File: config.mk
export PLATFORM = sky130hd
export DESIGN_NAME = rbn_readback_nvm
export DESIGN_NICKNAME = d
export VERILOG_FILES = /design/src/verilog/rbn_readback_nvm.v
export VERILOG_INCLUDE_DIRS = /design/src /design/src/verilog
export SDC_FILE = /design/constraint.sdc
export NUM_CORES = 1
export LEC_CHECK = 0
export ABC_AREA = 1
export BUFFER_PORTS_ARGS = -buffer_cell sky130_fd_sc_hd__buf_2
export CAP_MARGIN = 25
export CORE_UTILIZATION = 50
export CTS_BUF_LIST = sky130_fd_sc_hd__clkbuf_4 sky130_fd_sc_hd__clkbuf_8
export DETAILED_ROUTE_END_ITERATION = 16
export PLACE_DENSITY = 0.77
export SLEW_MARGIN = 20
export SYNTH_ARGS = -nofsm -noshare
export SYNTH_HDL_FRONTEND = slang
export SYNTH_SLANG_ARGS = --single-unit
File: constraint.sdc
create_clock -name pclk -period 2.37 [get_ports pclk]
set_input_delay 0.474 -clock pclk [delete_from_list [all_inputs] [get_ports pclk]]
set_output_delay 0.474 -clock pclk [all_outputs]
set_load 0.01 [all_outputs]
File: src/verilog/rbn_map.vh
`ifndef RBN_MAP_VH
`define RBN_MAP_VH

// Register byte offsets on the APB.
`define RBN_ADDR_CTRL       12'h000
`define RBN_ADDR_SAVE       12'h004
`define RBN_ADDR_DEMAND     12'h008
`define RBN_ADDR_READBACK   12'h00C
`define RBN_ADDR_STATUS     12'h010

// Control register fields.
`define RBN_CTRL_SEL_LSB    0
`define RBN_CTRL_KEEP_BIT   3
`define RBN_CTRL_AMODE_BIT  4
`define RBN_CTRL_SRES_LSB   5

// Readback select codes.
`define RBN_SEL_DIAG        3'h0
`define RBN_SEL_SPEED       3'h1
`define RBN_SEL_CURRENT     3'h2
`define RBN_SEL_SUPPLY      3'h3
`define RBN_SEL_TEMP        3'h4
`define RBN_SEL_DEMAND      3'h5
`define RBN_SEL_DUTY        3'h6
`define RBN_SEL_ADVANCE     3'h7

// Save control codes.
`define RBN_SAV_FAIL        2'h0
`define RBN_SAV_ARMED       2'h1
`define RBN_SAV_START       2'h2
`define RBN_SAV_BUSY_BIT    2

// Saved register window.
`define RBN_NVM_FIRST       5'h00
`define RBN_NVM_GAP_BEFORE  5'h17
`define RBN_NVM_GAP_AFTER   5'h19
`define RBN_NVM_SLEEP_REG   5'h1B
`define RBN_NVM_SLEEP_BIT   7
`define RBN_NVM_DEMAND_REG  5'h1E

// Reset values.
`define RBN_CTRL_RESET      8'h00
`define RBN_DEMAND_RESET    10'h000
`define RBN_SAVE_RESET      2'h1

// Timing.
`define RBN_CLK_MHZ         200
`define RBN_REFRESH_US      2000
`define RBN_REFRESH_CYC     (`RBN_REFRESH_US * `RBN_CLK_MHZ)
`define RBN_SAVE_MS         400
`define RBN_SAVE_LIMIT_CYC  (`RBN_SAVE_MS * 2 * 1000 * `RBN_CLK_MHZ)

`endif

File: src/verilog/rbn_readback_nvm.v
// The implementer's own choices: the APB interface to the registers and the register offsets.
`timescale 1ns/1ps
`default_nettype none
`include "rbn_map.vh"

module rbn_readback_nvm #(
    parameter [18:0] REFRESH_CYC    = `RBN_REFRESH_CYC,
    parameter [27:0] SAVE_LIMIT_CYC = `RBN_SAVE_LIMIT_CYC
) (
    // APB slave
    input  wire        pclk,
    input  wire        presetn,
    input  wire        psel,
    input  wire        penable,
    input  wire        pwrite,
    input  wire [11:0] paddr,
    input  wire [31:0] pwdata,
    output reg  [31:0] prdata,
    output wire        pready,
    output wire        pslverr,
    // Measurement front ends
    input  wire        speed_strobe,
    input  wire [10:0] speed_count,
    input  wire        meas_current,
    input  wire [9:0]  current_count,
    input  wire [9:0]  supply_count,
    input  wire [9:0]  temp_count,
    input  wire        pwm_period_strobe,
    input  wire [9:0]  duty_count,
    input  wire [9:0]  advance_count,
    input  wire        pwm_demand_valid,
    input  wire [9:0]  pwm_demand,
    output wire [2:0]  speed_resolution_sel,
    output wire        advance_mode_sel,
    output wire [9:0]  demand_value_out,
    // Fault sources
    input  wire [8:0]  fault_in,
    input  wire [8:0]  diag_in,
    input  wire        serial_write_attempt,
    input  wire        prog_voltage_low,
    // Configuration register file
    output reg  [4:0]  cfg_addr,
    input  wire [9:0]  cfg_rd_data,
    output reg         cfg_wr_en,
    output reg  [9:0]  cfg_wr_data,
    // Non-volatile memory macro
    output reg         nvm_req,
    output reg         nvm_we,
    output reg  [4:0]  nvm_addr,
    output reg  [9:0]  nvm_wdata,
    input  wire        nvm_ack,
    input  wire        nvm_err,
    input  wire [9:0]  nvm_rdata,
    output wire        save_busy,
    output wire        load_busy,
    output wire [15:0] status_word
);

    localparam [3:0] ST_IDLE   = 4'b0001;
    localparam [3:0] ST_LOAD   = 4'b0010;
    localparam [3:0] ST_WRITE  = 4'b0100;
    localparam [3:0] ST_VERIFY = 4'b1000;
    function [4:0] next_addr;
        input [4:0] a;
        begin
            next_addr = (a == `RBN_NVM_GAP_BEFORE) ? `RBN_NVM_GAP_AFTER : a + 5'h01;
        end
    endfunction
    // The sleep request bit is never stored, so a reload cannot put the
    // part straight back to sleep; only the upper demand bits are kept.
    function [9:0] save_word;
        input [4:0] a;
        input [9:0] d;
        begin
            save_word = d;
            if (a == `RBN_NVM_SLEEP_REG)
                save_word[`RBN_NVM_SLEEP_BIT] = 1'b0;
            if (a == `RBN_NVM_DEMAND_REG)
                save_word = {d[9:2], 2'b00};
        end
    endfunction
    function parity_odd;
        input [14:0] v;
        begin
            parity_odd = ~(^v);
        end
    endfunction

    reg [7:0]  ctrl;
    reg [9:0]  demand_value;
    reg [1:0]  nvm_save_ctrl;
    reg [3:0]  state;
    reg [27:0] save_timer;
    reg [18:0] refresh_timer;
    reg [10:0] speed_hold;
    reg [9:0]  current_hold;
    reg [9:0]  supply_hold;
    reg [9:0]  temp_hold;
    reg [9:0]  duty_hold;
    reg [9:0]  advance_hold;
    reg [8:0]  fault_lat;
    reg [8:0]  diag_lat;
    reg        por_flag;
    reg        serial_error_flag;
    reg        prog_voltage_low_flag;
    reg [9:0]  sel_value;
    wire [2:0] readback_select  = ctrl[`RBN_CTRL_SEL_LSB +: 3];
    wire       keep_on_read_bit = ctrl[`RBN_CTRL_KEEP_BIT];
    wire       fault_summary_flag;
    wire       over_range_speed_bit;
    wire [9:0] diag_word;
    wire [15:0] readback_word;
    wire       setup    = psel & ~penable;
    wire       access   = psel & penable;
    wire       wr_acc   = access & pwrite;
    wire       rd_acc   = access & ~pwrite;
    wire       hit_ctrl = (paddr == `RBN_ADDR_CTRL);
    wire       hit_save = (paddr == `RBN_ADDR_SAVE);
    wire       hit_dem  = (paddr == `RBN_ADDR_DEMAND);
    wire       hit_rb   = (paddr == `RBN_ADDR_READBACK);
    wire       hit_st   = (paddr == `RBN_ADDR_STATUS);
    wire       mapped   = hit_ctrl | hit_save | hit_dem | hit_rb | hit_st;
    wire       ro_hit   = hit_rb | hit_st;
    wire       seq_busy = ~state[0];
    wire       wr_locked = wr_acc & mapped & ~ro_hit & seq_busy;
    wire       wr_ok    = wr_acc & mapped & ~ro_hit & ~seq_busy;
    wire       start_save = wr_ok & hit_save &
                            (nvm_save_ctrl == `RBN_SAV_ARMED) &
                            (pwdata[1:0] == `RBN_SAV_START);
    wire       write_rejected = (wr_acc | serial_write_attempt) & save_busy;
    wire       vpp_abort = prog_voltage_low & (state[2] | state[3]);
    wire       limit_abort = (state[2] | state[3]) & (save_timer == SAVE_LIMIT_CYC);
    wire       nvm_done = nvm_req & nvm_ack;
    wire       last_addr = (nvm_addr == `RBN_NVM_DEMAND_REG);
    wire       refresh_tick = (refresh_timer == REFRESH_CYC - 19'h00001);
    wire       clr_status = rd_acc & hit_st & ~keep_on_read_bit;
    wire       clr_diag = rd_acc & hit_rb & ~keep_on_read_bit &
                          (readback_select == `RBN_SEL_DIAG);
    wire [9:0] expect_word = save_word(nvm_addr, last_addr ? demand_value : cfg_rd_data);

    assign pready               = 1'b1;
    assign pslverr              = access & (~mapped | (pwrite & ro_hit) | wr_locked);
    assign speed_resolution_sel = ctrl[`RBN_CTRL_SRES_LSB +: 3];
    assign advance_mode_sel     = ctrl[`RBN_CTRL_AMODE_BIT];
    assign demand_value_out     = demand_value;
    assign save_busy            = state[2] | state[3];
    assign load_busy            = state[1];
    assign over_range_speed_bit = speed_hold[10];
    assign diag_word            = {over_range_speed_bit, diag_lat};
    assign fault_summary_flag   = por_flag | serial_error_flag |
                                  prog_voltage_low_flag | (|fault_lat);
    assign status_word          = {fault_summary_flag, por_flag, serial_error_flag, fault_lat,
                                   prog_voltage_low_flag, |diag_lat[2:0], |diag_lat[8:3], 1'b0};
    assign readback_word        = {status_word[15:11], sel_value,
                                   parity_odd({status_word[15:11], sel_value})};

    always @*
    begin
        case (readback_select)
            `RBN_SEL_DIAG:    sel_value = diag_word;
            `RBN_SEL_SPEED:   sel_value = speed_hold[9:0];
            `RBN_SEL_CURRENT: sel_value = current_hold;
            `RBN_SEL_SUPPLY:  sel_value = supply_hold;
            `RBN_SEL_TEMP:    sel_value = temp_hold;
            `RBN_SEL_DEMAND:  sel_value = demand_value;
            `RBN_SEL_DUTY:    sel_value = duty_hold;
            `RBN_SEL_ADVANCE: sel_value = advance_mode_sel ? advance_hold :
                                          {4'h0, advance_hold[5:0]};
            default:          sel_value = 10'h000;
        endcase
    end

    // Read data is latched in the setup phase so the zero-wait access
    // phase presents it straight from a flip-flop.
    wire [31:0] rd_word = hit_ctrl ? {24'h00_0000, ctrl} :
                          hit_save ? {29'h0000_0000, save_busy, nvm_save_ctrl} :
                          hit_dem  ? {22'h00_0000, demand_value} :
                          hit_rb   ? {16'h0000, readback_word} :
                          hit_st   ? {16'h0000, status_word} : 32'h0000_0000;
    always @(posedge pclk or negedge presetn)
    begin
        if (!presetn)
            prdata <= 32'h0000_0000;
        else if (setup & ~pwrite)
            prdata <= rd_word;
    end

    always @(posedge pclk or negedge presetn)
    begin
        if (!presetn)
            ctrl <= `RBN_CTRL_RESET;
        else if (wr_ok & hit_ctrl)
            ctrl <= pwdata[7:0];
    end

    always @(posedge pclk or negedge presetn)
    begin
        if (!presetn)
            demand_value <= `RBN_DEMAND_RESET;
        else if (state[1] & nvm_done & (nvm_addr == `RBN_NVM_DEMAND_REG))
            demand_value <= nvm_rdata;
        else if (wr_ok & hit_dem)
            demand_value <= pwdata[9:0];
        else if (pwm_demand_valid & ~seq_busy)
            demand_value <= pwm_demand;
    end

    // Measurement holding registers. Each one changes only on its own
    // refresh event so a read never sees a half-updated value.
    always @(posedge pclk or negedge presetn)
    begin
        if (!presetn)
        begin
            refresh_timer <= 19'h0_0000;
            speed_hold    <= 11'h000;
            current_hold  <= 10'h000;
            supply_hold   <= 10'h000;
            temp_hold     <= 10'h000;
            duty_hold     <= 10'h000;
            advance_hold  <= 10'h000;
        end
        else
        begin
            refresh_timer <= refresh_tick ? 19'h0_0000 : refresh_timer + 19'h0_0001;
            if (speed_strobe)
                speed_hold <= speed_count;
            if (refresh_tick)
            begin
                current_hold <= meas_current ? current_count : 10'h000;
                supply_hold  <= supply_count;
                temp_hold    <= temp_count;
            end
            if (pwm_period_strobe)
            begin
                duty_hold    <= duty_count;
                advance_hold <= advance_count;
            end
        end
    end

    // Latched flags: a new event in the clearing cycle always survives,
    // and a fault still present is never cleared.
    always @(posedge pclk or negedge presetn)
    begin
        if (!presetn)
        begin
            fault_lat             <= 9'h000;
            diag_lat              <= 9'h000;
            por_flag              <= 1'b1;
            serial_error_flag     <= 1'b0;
            prog_voltage_low_flag <= 1'b0;
        end
        else
        begin
            fault_lat <= (clr_status ? (fault_lat & fault_in) : fault_lat) | fault_in;
            diag_lat  <= (clr_diag ? (diag_lat & diag_in) : diag_lat) | diag_in;
            por_flag <= por_flag & ~clr_status;
            serial_error_flag <= (clr_status ? 1'b0 : serial_error_flag) |
                                 write_rejected | (state[1] & nvm_done & nvm_err);
            prog_voltage_low_flag <= (clr_status ? (prog_voltage_low_flag &
                                      prog_voltage_low) : prog_voltage_low_flag) |
                                     vpp_abort;
        end
    end

    // Save and reload sequencer. One memory operation is outstanding at a
    // time; the request holds until the macro acknowledges it or a save aborts.
    always @(posedge pclk or negedge presetn)
    begin
        if (!presetn)
        begin
            state         <= ST_LOAD;
            nvm_save_ctrl <= `RBN_SAVE_RESET;
            save_timer    <= 28'h000_0000;
            nvm_req       <= 1'b1;
            nvm_we        <= 1'b0;
            nvm_addr      <= `RBN_NVM_FIRST;
            nvm_wdata     <= 10'h000;
            cfg_addr      <= `RBN_NVM_FIRST;
            cfg_wr_en     <= 1'b0;
            cfg_wr_data   <= 10'h000;
        end
        else
        begin
            cfg_wr_en <= 1'b0;
            case (state)
                ST_IDLE:
                begin
                    save_timer <= 28'h000_0000;
                    if (start_save)
                    begin
                        state         <= ST_WRITE;
                        nvm_save_ctrl <= `RBN_SAV_START;
                        nvm_addr      <= `RBN_NVM_FIRST;
                        cfg_addr      <= `RBN_NVM_FIRST;
                    end
                    else if (wr_ok & hit_save)
                        nvm_save_ctrl <= pwdata[1:0];
                end
                ST_LOAD:
                begin
                    if (nvm_done)
                    begin
                        cfg_wr_en   <= (nvm_addr != `RBN_NVM_DEMAND_REG);
                        cfg_wr_data <= nvm_rdata;
                        cfg_addr    <= nvm_addr;
                        if (last_addr)
                        begin
                            state   <= ST_IDLE;
                            nvm_req <= 1'b0;
                        end
                        else
                            nvm_addr <= next_addr(nvm_addr);
                    end
                end
                ST_WRITE, ST_VERIFY:
                begin
                    save_timer <= save_timer + 28'h000_0001;
                    if (vpp_abort | limit_abort | (nvm_done & nvm_err))
                    begin
                        state         <= ST_IDLE;
                        nvm_req       <= 1'b0;
                        nvm_we        <= 1'b0;
                        nvm_save_ctrl <= `RBN_SAV_FAIL;
                    end
                    else if (!nvm_req)
                    begin
                        nvm_req   <= 1'b1;
                        nvm_we    <= state[2];
                        nvm_wdata <= expect_word;
                    end
                    else if (nvm_ack)
                    begin
                        nvm_req <= 1'b0;
                        if (state[3] && (nvm_rdata != expect_word))
                        begin
                            state         <= ST_IDLE;
                            nvm_we        <= 1'b0;
                            nvm_save_ctrl <= `RBN_SAV_FAIL;
                        end
                        else if (last_addr)
                        begin
                            nvm_addr <= `RBN_NVM_FIRST;
                            cfg_addr <= `RBN_NVM_FIRST;
                            nvm_we   <= 1'b0;
                            if (state[2])
                                state <= ST_VERIFY;
                            else
                            begin
                                state         <= ST_IDLE;
                                nvm_save_ctrl <= `RBN_SAV_ARMED;
                            end
                        end
                        else
                        begin
                            nvm_addr <= next_addr(nvm_addr);
                            cfg_addr <= next_addr(nvm_addr);
                        end
                    end
                end
                default:
                begin
                    state   <= ST_IDLE;
                    nvm_req <= 1'b0;
                end
            endcase
        end
    end

endmodule // rbn_readback_nvm

`default_nettype wire

==> results.md, run 1 <==
* GRT Overall Usage at 0.2914
* Slew HR at 0.5504
* Leakage at 0.007063 uW
* Core area at around 0.022 sq mm
* WP data arrival at ~2.9 ns
* Fmax at ~410 MHz
* Flip-flop and latch area at about 0.0051 sq mm
* DR vias/cell at around 5.4
* Number of global-route vias before repair at approximately 10000
* Area of the multi-input gates at slightly above 0.005 sq mm
* Worst EP required at 2.80 ns
* Post-Synthesis Cells at roughly 1400
* Routed WL at around 33 mm
* HPWL Detailed at 24.66 mm
* Final nets at between 1500 and 2000
* Final GP Congestion at 0.9237
* Reg2Reg Depth at 17
* Synth Warn # at 0
* Clock skew at 0.02156 ns
* Min cycle time layout at 2.421 ns
* Final Hold Viols at 0
* Layout cells sized above 1 at 0.2752
* CTS tree: built
* Ports at between 200 and 300
* Max FO, Critical Path at 8
* Pins Over Slew Limit at 0
* Metal-1 WL at roughly 14 mm
* H-Tree Depth at 2
* Setup crit end kind: flop
* Met2 wire len at 15.39 mm
* Commonest cells post-synth: nand2_1 (364), dfrtp_1 (198), inv_1 (162)
* Clock Tree Buf Depth at 3
* FF-to-FF End: state[0]$_DFFE_PN0P_
* CTS Buf Count at 36
* Worst min-delay path class: in2reg
* Met3 WL at 2.993 mm
* DR top layer: met5
* Post-synthesis cell area at about 0.011 sq mm
* Most Frequent Cell on Critical Path: nand2_1
* Initial antenna violation count at 5
* Highest-delay cell along the critical path: dfrtp_1
* PortBufs at approximately 220
* CP Launch Type: flop
* Root Buffer: clkbuf_8
* Critical path startpoint: nvm_addr[0]$_DFFE_PN0P_
* Largest net degree at the start of global routing at 81
* Chip height at roughly 150 um
* Routed len/inst at roughly 17 um
* Crit path buf inv count at 3
* Clock Pin Slew Worst Setup and Hold Paths at approximately 0.070 ns
* # Max-Cap Violations at 0
* Sink Count at approximately 200
* R2r startpoint: nvm_addr[0]$_DFFE_PN0P_
* CP Cell Sequence: inv_2 > ha_4 > nand2_4 > nor2_4 > clkinv_4 > buf_6 > nand2_4 > xor2_2 > nand2_1 > nor3_2 > nand4_2 > nand2_2 > nand3_2 > nand3_4 > nor2_1 > nand2_1 > nand2_1
* Crit-path leading delay family: simple AND/OR/NAND/NOR gates
* Die area at about 0.023 sq mm
* Via total after detailed routing at 10860
* Initial core utilization at 0.5092
* Fillers at about 1900
* Die span in x at approximately 150 um
* DRT iter0 DRCs at 697
* Register area share after synthesis at 0.4567
* RSZ-0062 raised after global routing: true
* FF+latch count, synth at roughly 200
* Top-count cell post-synth: nand2_1
* Synth area leader: dfrtp_1
* Fin crit share at 1.022
* Failing checks: setup timing
* Area Growth Syn to Fin at 24.92%
* Start point of the worst hold path: fault_in[0]
* First-pass DRT Iterations at 5
* Worst-Skew Late Latency at 0.54 ns
* Final worst slack at -0.05131 ns
* Remaining global-route overflow at 0
* Post-synthesis async set-or-reset flop share at 1.000
* WS Path Type: reg2reg
* Final setup vio count at 14
* Status: finished with violations
* DP Area at 0.01276 sq mm
* DRC errors left at 0
* Post-route cell area at 0.01384 sq mm
* Syn avg cell area at about 7.8 sq um
* Post-Layout Cell Count at 2004
* Unique masters post-synth at 59
* Row Count at 54
* Least-Margin Pin Slew at about 0.67 ns
* Top cells by area, synth: dfrtp_1 (45%), nand2_1 (12%), inv_1 (5.5%), o21ai_0 (4.7%), nor2_1 (4.0%)
* Setup TNS Final at -0.4183 ns
* Placed Cells at approximately 1900
* VDD IR max at ~0.00037 V
* First-pass GRT wire length at slightly above 50 mm
* WP depth at 17
* Post-synth EDFFs at 0
* Yosys top cell area share at 0.4473
* CP endpoint: state[0]$_DFFE_PN0P_
* Cell Pwr Density at 586.4 mW/mm^2
* Largest stage delay, worst path at around 0.40 ns
* Main flop type after synthesis: dfrtp_1
* Antenna Nets Post-Route at 0
* Setup slack, reg-to-reg at -0.05 ns
## layer usage
metal	track usage	vias up
li1	-	5210
met1	0.3780	5074
met2	0.4700	495
met3	0.06807	82
met4	0.1175	2
met5	0	-
## state kept, by name, indices dropped and copies added, names as in the netlist, 2 cells and up
register          flops
demand_value_out     10
duty_hold            10
nvm_addr              5
nvm_save_ctrl         2
nvm_wdata            10
diag_lat              9
fault_lat             9
speed_hold           11
supply_hold          10
ctrl                  8
advance_hold         10
cfg_wr_data          10
temp_hold            10
save_timer           28
cfg_addr              5
prdata               16
refresh_timer        19
state                 4
current_hold         10
## repair_timing
item,CTS,global route
endpoints found under the setup margin,15,25
hold buffers,1,0
gates resized for setup,4,63
pin swaps,0,12
setup buffers,0,10
endpoints found under the hold margin,13,0
## layout by cell type (no fill, tap or decap), types with 6 or more instances in the layout
cell type	Yosys	routed
inv_1	162	157
buf_4	25	57
dfrtp_1	198	196
nor4_1	10	9
xor2_1	11	11
o22ai_1	7	7
conb_1	2	18
nor2_4	4	6
buf_6	2	12
o21bai_1	19	19
buf_2	9	223
o21ai_1	5	6
nand2_1	364	353
nand3_1	72	69
mux2_2	26	26
o211ai_1	8	8
inv_2	3	8
clkinv_2	1	9
nand4_1	63	63
o21ai_2	5	7
a21oi_1	44	42
nor3_1	22	17
clkbuf_4	0	7
a31oi_1	9	9
o21ai_0	105	102
nand2_2	9	16
clkbuf_8	0	47
nor3_2	5	10
nor2_1	119	113
## cells by family (layout without fill, tap and decap cells)
family,count (synthesis),after routing,share of synthesized area
AND/OR/NAND/NOR,694,694,0.2835
other,2,23,0.0006779
adder cells (fa/ha/maj),6,6,0.006776
XOR/XNOR,13,13,0.01096
buffers and inverters,246,532,0.09431
AO/OA/AOI/OAI,225,225,0.1179
multiplexers,29,29,0.02914
flip-flops,202,202,0.4567
## how the worst min path moves through the flow
stage	endpoint	slack [ns]	cells after the start
detailed placement	fault_lat[0]$_DFF_PN0_	0.34	1
floorplan	advance_hold[0]$_DFFE_PN0P_	0.18	0
CTS	fault_lat[0]$_DFF_PN0_	0.11	2
finish	fault_lat[0]$_DFF_PN0_	0.12	2
global route	diag_lat[2]$_DFF_PN0_	0.13	2
global placement	fault_lat[0]$_DFF_PN0_	0.34	1
## through the flow
step | hold slack [ns] | setup WS, ns | total power, uW | util
finish | 0.1204 | -0.05131 | 8115 | 0.6361
global placement | 0.3413 | -0.05896 | 4671 | 0.5864
global route | 0.1314 | -0.1658 | 8404 | 0.6355
detailed placement | 0.3448 | -0.07169 | 4678 | 0.5864
CTS | 0.1082 | 0.002601 | 8137 | 0.6227
floorplan | 0.1784 | 0.1348 | 4144 | -
## where the power goes
part           internal (uW)  switching [uW]  total (uW)  leakage, uW
combinational            331             561         892      0.00421
sequential              3580             191        3770      0.00244
clock                   1970            1480        3450     0.000409
## layout make-up
class                   instances  area share
diodes                          5   0.0009042
clock inverters                11    0.006148
repair buffers                299      0.1303
clock buffers                  53     0.04955
multi-input cells             985      0.3757
inverters                     169     0.04629
well taps                     280     0.02532
flip-flops and latches        202      0.3658
No activity file was read; power rests on OpenSTA's default activity.
==> run 2, diff against run 1 <==
--- a/config.mk
+++ b/config.mk
@@ -7,12 +7,13 @@
 export NUM_CORES = 1
 export LEC_CHECK = 0
 export ABC_AREA = 1
+export ABC_CLOCK_PERIOD_IN_PS = 2000
 export BUFFER_PORTS_ARGS = -buffer_cell sky130_fd_sc_hd__buf_2
 export CAP_MARGIN = 25
 export CORE_UTILIZATION = 50
 export CTS_BUF_LIST = sky130_fd_sc_hd__clkbuf_4 sky130_fd_sc_hd__clkbuf_8
 export DETAILED_ROUTE_END_ITERATION = 16
-export PLACE_DENSITY = 0.77
+export PLACE_DENSITY = 0.8
 export SLEW_MARGIN = 20
 export SYNTH_ARGS = -nofsm -noshare
 export SYNTH_HDL_FRONTEND = slang
==> constraint.sdc (replaced) <==
create_clock -name pclk -period 2 [get_ports pclk]
set_input_delay 0.4 -clock pclk [delete_from_list [all_inputs] [get_ports pclk]]
set_output_delay 0.4 -clock pclk [all_outputs]
set_load 0.01 [all_outputs]
==> results.md, run 2 (synthesized netlist as in run 1, its figures left out) <==
* PortBufs at about 220
* Remaining global-route overflow at 0
* WS Path Type: reg2reg
* First-pass GRT wire length at 58.04 mm
* Final worst slack at -0.3563 ns
* Fin crit share at 1.178
* WP data arrival at 2.76 ns
* P_int at 6990 uW
* Routed len/inst at approximately 19 um
* First-pass DRT Iterations at 8
* Clk network pwr share at 0.407
* Ports at roughly 270
* Area Growth Syn to Fin at 43.39%
* Die area at between 0.02 and 0.025 sq mm
* RSZ-0062 raised after global routing: true
* Die span in x at approximately 150 um
* Fillers at 1448
* Max reg flops at 28
* Combinational Power Share at 0.133
* Setup TNS Final at -8.391 ns
* Core area at about 0.022 sq mm
* Status: finished with violations
* Layout cells sized above 1 at 0.4174
* Top flop regs: save_timer x28, refresh_timer x19, prdata x16
* Commonest cells after routing, fill and taps aside: nand2_1 (310), buf_2 (223), dfrtp_1 (194), buf_4 (184), inv_1 (135)
* Clock skew at roughly 0.028 ns
* Clock Pin Slew Worst Setup and Hold Paths at approximately 0.07 ns
* Flip-flop and latch area at about 0.0051 sq mm
* Final Hold Viols at 0
* Initial core utilization at 0.5092
* Via total after detailed routing at between 10000 and 15000
* CTS tree: built
* # Max-Cap Violations at 0
* VDD IR max at 0.0003860 V
* Failing checks: setup timing
* GRT Overall Usage at 0.3333
* DRC errors left at 0
* DRT iter0 DRCs at approximately 1400
* CTS Buf Count at 35
* H-Tree Depth at 2
* Largest net degree at the start of global routing at 53
* Final GP Congestion at a little over 0.9
* Initial antenna violation count at 5
* Post-Place Setup Slack at -0.4404 ns
* Worst min-delay path class: in2reg
* Worst-Skew Late Latency at between 0.5 and 0.6 ns
* Area of the multi-input gates at between 0.005 and 0.006 sq mm
* Sw Share at 0.2816
* Leakage at 0.008025 uW
* Chip height at 150.9 um
* CP Launch Type: flop
* Crit path buf inv count at 3
* Final Util at 0.7302
* Highest-delay cell along the critical path: dfrtp_2
* Clock Tree Buf Depth at 3
* Root Buffer: clkbuf_8
* Most common cell after layout, fill and taps aside: nand2_1
* DP Area at between 0.01 and 0.015 sq mm
* Crit-path leading delay family: simple AND/OR/NAND/NOR gates
* Post-route cell area at ~0.016 sq mm
* Worst EP required at about 2.4 ns
* Final nets at between 2000 and 2500
* Pins Over Slew Limit at 0
* Routed WL at 39.78 mm
* DR vias/cell at 5.706
* Row Count at between 50 and 60
* Fmax at approximately 420 MHz
* Sequential share of power at 0.460
* CP Cell Sequence: inv_2 > ha_4 > nand2_4 > nor2_4 > clkinv_4 > buf_8 > nand2_4 > nand2_2 > nand2_1 > nand4_1 > nor2_2 > nand4_4 > nand2_4 > nand3_4 > nand3_4 > nor2_1 > nand2_1 > nand2_1
* Min cycle time layout at between 2 and 2.5 ns
* Sink Count at around 200
* HPWL Detailed at between 20 and 30 mm
* Largest reg by FF count: save_timer
* Antenna Nets Post-Route at 0
* Final setup vio count at 44
* Cell Pwr Density at ~610 mW/mm^2
* Setup slack, reg-to-reg at -0.36 ns
* Max FO, Critical Path at 8
* Number of global-route vias before repair at around 11000
* Largest stage delay, worst path at 0.40 ns
* Setup crit end kind: flop
* NetSw at 2739 uW
## run 2: cell types whose count changed in the layout (fill, tap and decap cells not counted), moves of 20 or more
cell / before / now
buf_4: 57 / 184
inv_1: 157 / 135
nand2_1: 353 / 310
nand2_2: 16 / 52
nand3_1: 69 / 44
nand3_2: 5 / 25
nor2_1: 113 / 89
o21ai_0: 102 / 81
## run 2: final cells by class
class                      instances  share of cell area
sequential                       202              0.3188
timing repair inverter             1           0.0003151
multi-input combinational        985              0.3744
tap                              280             0.02205
clock buffer                      50             0.04135
antenna                            5           0.0007877
clock inverter                     8            0.004096
inverter                         169             0.04167
timing repair buffer             449              0.1964
## run 2: power groups by stage
stage | clock network (uW) | logic [uW] | registers (uW)
6_report | 3960 | 1300 | 4470
5_1_grt | 4200 | 1380 | 4480
4_1_cts | 4020 | 1210 | 4450
3_5_place_dp | 0 | 1200 | 4520
3_3_place_gp | 0 | 1180 | 4520
2_1_floorplan | 0 | 471 | 4440
## run 2: path summary, 6_finish.rpt
check | endpoint | cells past startpoint | startpoint
max | state[0]$_DFFE_PN0P_ | 18 | nvm_addr[0]$_DFFE_PN0P_
min | diag_lat[7]$_DFF_PN0_ | 2 | diag_in[7]
max reg2reg | state[0]$_DFFE_PN0P_ | 18 | nvm_addr[0]$_DFFE_PN0P_
min reg2reg | nvm_wdata[7]$_DFFE_PN0P_ | 2 | nvm_wdata[7]$_DFFE_PN0P_
max in group asynchronous | speed_hold[3]$_DFFE_PN0P_ | 3 | presetn
min in group asynchronous | serial_error_flag$_DFF_PN0_ | 2 | presetn
## run 2: metal layers
layer | wire [um] | vias up | GRT usage
met1 | 14790 | 5723 | 0.4111
li1 | - | 5510 | -
met5 | 17 | - | 0
met4 | 2383 | 2 | 0.1895
met3 | 3993 | 204 | 0.07801
met2 | 18600 | 824 | 0.5369
## run 2: worst register-to-register path: stages (launching register included)
cell and delay (ns):
dfrtp_2 0.40, inv_2 0.08, ha_4 0.15, nand2_4 0.05, nor2_4 0.13, clkinv_4 0.13, buf_8 0.17, nand2_4 0.08
nand2_2 0.05, nand2_1 0.05, nand4_1 0.09, nor2_2 0.18, nand4_4 0.13, nand2_4 0.12, nand3_4 0.10, nand3_4 0.12
nor2_1 0.07, nand2_1 0.08, nand2_1 0.06
## run 2: what timing repair did
item	4_1_cts	5_1_grt
gates cloned	3	2
hold endpoints to repair	36	0
setup endpoints to repair	46	76
resized for setup	155	161
pin swaps	63	102
hold buffers	1	0
buffers inserted	50	23
## run 2: through the flow
| stage | power [uW] | cells | hold WS (ns) |
|---|---|---|---|
| 4_1_cts | 9680 | 2131 | 0.04895 |
| 3_5_place_dp | 5714 | 2021 | 0.3730 |
| 6_report | 9729 | 2149 | 0.06910 |
| 2_1_floorplan | 4916 | 1433 | 0.1044 |
| 3_3_place_gp | 5696 | 2021 | 0.3691 |
| 5_1_grt | 10060 | 2146 | 0.04998 |
==> run 3, diff against run 2 <==
--- a/config.mk
+++ b/config.mk
@@ -13,7 +13,7 @@
 export CORE_UTILIZATION = 50
 export CTS_BUF_LIST = sky130_fd_sc_hd__clkbuf_4 sky130_fd_sc_hd__clkbuf_8
 export DETAILED_ROUTE_END_ITERATION = 16
-export PLACE_DENSITY = 0.8
+export PLACE_DENSITY_LB_ADDON = 0.1
 export SLEW_MARGIN = 20
 export SYNTH_ARGS = -nofsm -noshare
 export SYNTH_HDL_FRONTEND = slang
==> results.md, run 3 (synthesized netlist as in run 1, its figures left out) <==
* Most common cell after layout, fill and taps aside: nand2_1
* Initial antenna violation count at 3
* Ports at between 200 and 300
* DR vias/cell at about 5.4
* Failing checks: setup timing
* NetSw at approximately 2700 uW
* Final Hold Viols at 0
* Worst-Skew Late Latency at 0.54 ns
* Tot Pwr at 9874 uW
* Core area at 0.02176 sq mm
* Die area at approximately 0.023 sq mm
* Clock Tree Buf Depth at 3
* Antenna Nets Post-Route at 0
* Layout cells sized above 1 at 0.4228
* Clk network pwr share at 0.418
* Leakage at between 0.008 and 0.009 uW
* Combinational Power Share at 0.135
* Sw Share at 0.2721
* Worst EP required at about 2.4 ns
* Routed WL at between 30 and 40 mm
* CTS tree: built
* P_int at slightly above 7000 uW
* Pins Over Slew Limit at 0
* Fin crit share at 1.190
* Setup TNS Final at -6.664 ns
* First-pass DRT Iterations at 6
* Setup slack, reg-to-reg at -0.38 ns
* Remaining global-route overflow at 0
* Cell Pwr Density at slightly above 600 mW/mm^2
* Number of global-route vias before repair at about 11000
* Final GP Congestion at approximately 0.96
* Row Count at 54
* Final worst slack at -0.3801 ns
* H-Tree Depth at 2
* DRT iter0 DRCs at about 830
* Routed len/inst at 17.04 um
* Via total after detailed routing at 11660
* VDD IR max at 0.0005679 V
* Largest reg by FF count: save_timer
* Worst min-delay path class: in2reg
* Root Buffer: clkbuf_8
* # Max-Cap Violations at 0
* Largest net degree at the start of global routing at slightly below 60
* Clock Pin Slew Worst Setup and Hold Paths at 0.06 ns
* Min cycle time layout at 2.380 ns
* HPWL Detailed at 26.14 mm
* CP Launch Type: flop
* Area Growth Syn to Fin at 43.63%
* Max FO, Critical Path at 13
* WP data arrival at approximately 2.8 ns
* First-pass GRT wire length at about 56 mm
* Clock skew at about 0.023 ns
* RSZ-0062 raised after global routing: true
* GRT Overall Usage at 0.3177
* Final nets at about 2000
* WS Path Type: reg2reg
* Initial core utilization at 0.5092
* PortBufs at between 200 and 250
* Die span in x at roughly 150 um
* CTS Buf Count at 36
* Hold WS at roughly 0.074 ns
* Sink Count at 202
* Sequential share of power at 0.447
* Setup crit end kind: flop
* Status: finished with violations
* DRC errors left at 0
* Fmax at 420.1 MHz
* Final setup vio count at 27
* Top flop regs: save_timer x28, refresh_timer x19, prdata x16
* Commonest cells after routing, fill and taps aside: nand2_1 (322), buf_2 (223), buf_4 (202), dfrtp_1 (194), inv_1 (135)
* Chip height at 150.9 um
* Max reg flops at 28
[run 3: cell count changes in the layout (fill, tap and decap cells not counted), sizes merged]
cell,change
buf,+17
clkbuf,+7
clkinv,-6
clkinvlp,+2
diode,-3
inv,+1
[run 3: stage by stage]
stage               cells  instance area [sq um]  worst slack (ns)    util
detailed placement   2030                  13600           -0.3974  0.6250
finish               2167                  15910           -0.3801  0.7314
global route         2167                  15910           -0.4616  0.7314
floorplan            1433                  11180           -0.2131       -
CTS                  2143                  15190           -0.2946  0.6982
global placement     2030                  13600           -0.3455  0.6250
[run 3: area by class of cell]
class                           instances  area [sq um]
Fill cell                            1669          5844
Multi-Input combinational cell        985          5888
Antenna cell                            2         5.005
Clock inverter                          6         60.06
Timing Repair Buffer                  465          3171
Clock buffer                           58         710.7
Tap cell                              280         350.3
Inverter                              169         661.9
Sequential cell                       202          5065
[run 3: per-layer routing]
metal,track usage,vias to the layer above,routed length [um]
met5,0,-,0
met4,0.1075,0,1156
li1,-,5534,-
met3,0.05331,76,2752
met1,0.4362,5574,15530
met2,0.5087,480,17480
[run 3: final timing paths]
kind,startpoint,endpoint,depth (start not counted)
min in group asynchronous,presetn,speed_hold[10]$_DFFE_PN0P_,2
min,fault_in[3],fault_lat[3]$_DFF_PN0_,2
max in group asynchronous,presetn,nvm_wdata[8]$_DFFE_PN0P_,3
min reg2reg,nvm_wdata[7]$_DFFE_PN0P_,nvm_wdata[7]$_DFFE_PN0P_,2
max reg2reg,nvm_addr[0]$_DFFE_PN0P_,cfg_addr[0]$_DFFE_PN0P_,14
max,nvm_addr[0]$_DFFE_PN0P_,cfg_addr[0]$_DFFE_PN0P_,14
[run 3: power by group through the flow]
stage / Sequential (uW) / Combinational (uW) / Clock (uW)
after detailed placement: 4470 / 1210 / 0
after global routing: 4420 / 1430 / 4410
after global placement: 4470 / 1190 / 0
after floorplan: 4440 / 471 / 0
after CTS: 4400 / 1280 / 4200
final: 4410 / 1330 / 4130
[run 3: timing repair]
item	CTS	global route
pin swaps	55	83
buffers inserted	48	28
hold buffers	1	0
resized for setup	139	155
cloned	2	3
setup endpoints to repair	47	92
endpoints found under the hold margin	29	0
[run 3: worst max-delay path: stages (launching register included)]
cell and delay, ns:
dfrtp_2 0.41, inv_2 0.08, ha_4 0.13, nand2_2 0.06
nor2_4 0.13, inv_4 0.09, o21ai_0 0.32, xor2_1 0.13
nor2_1 0.17, nand4_2 0.19, nand3_2 0.15, nand4_4 0.12
buf_12 0.18, nand2_2 0.06, o21ai_2 0.04
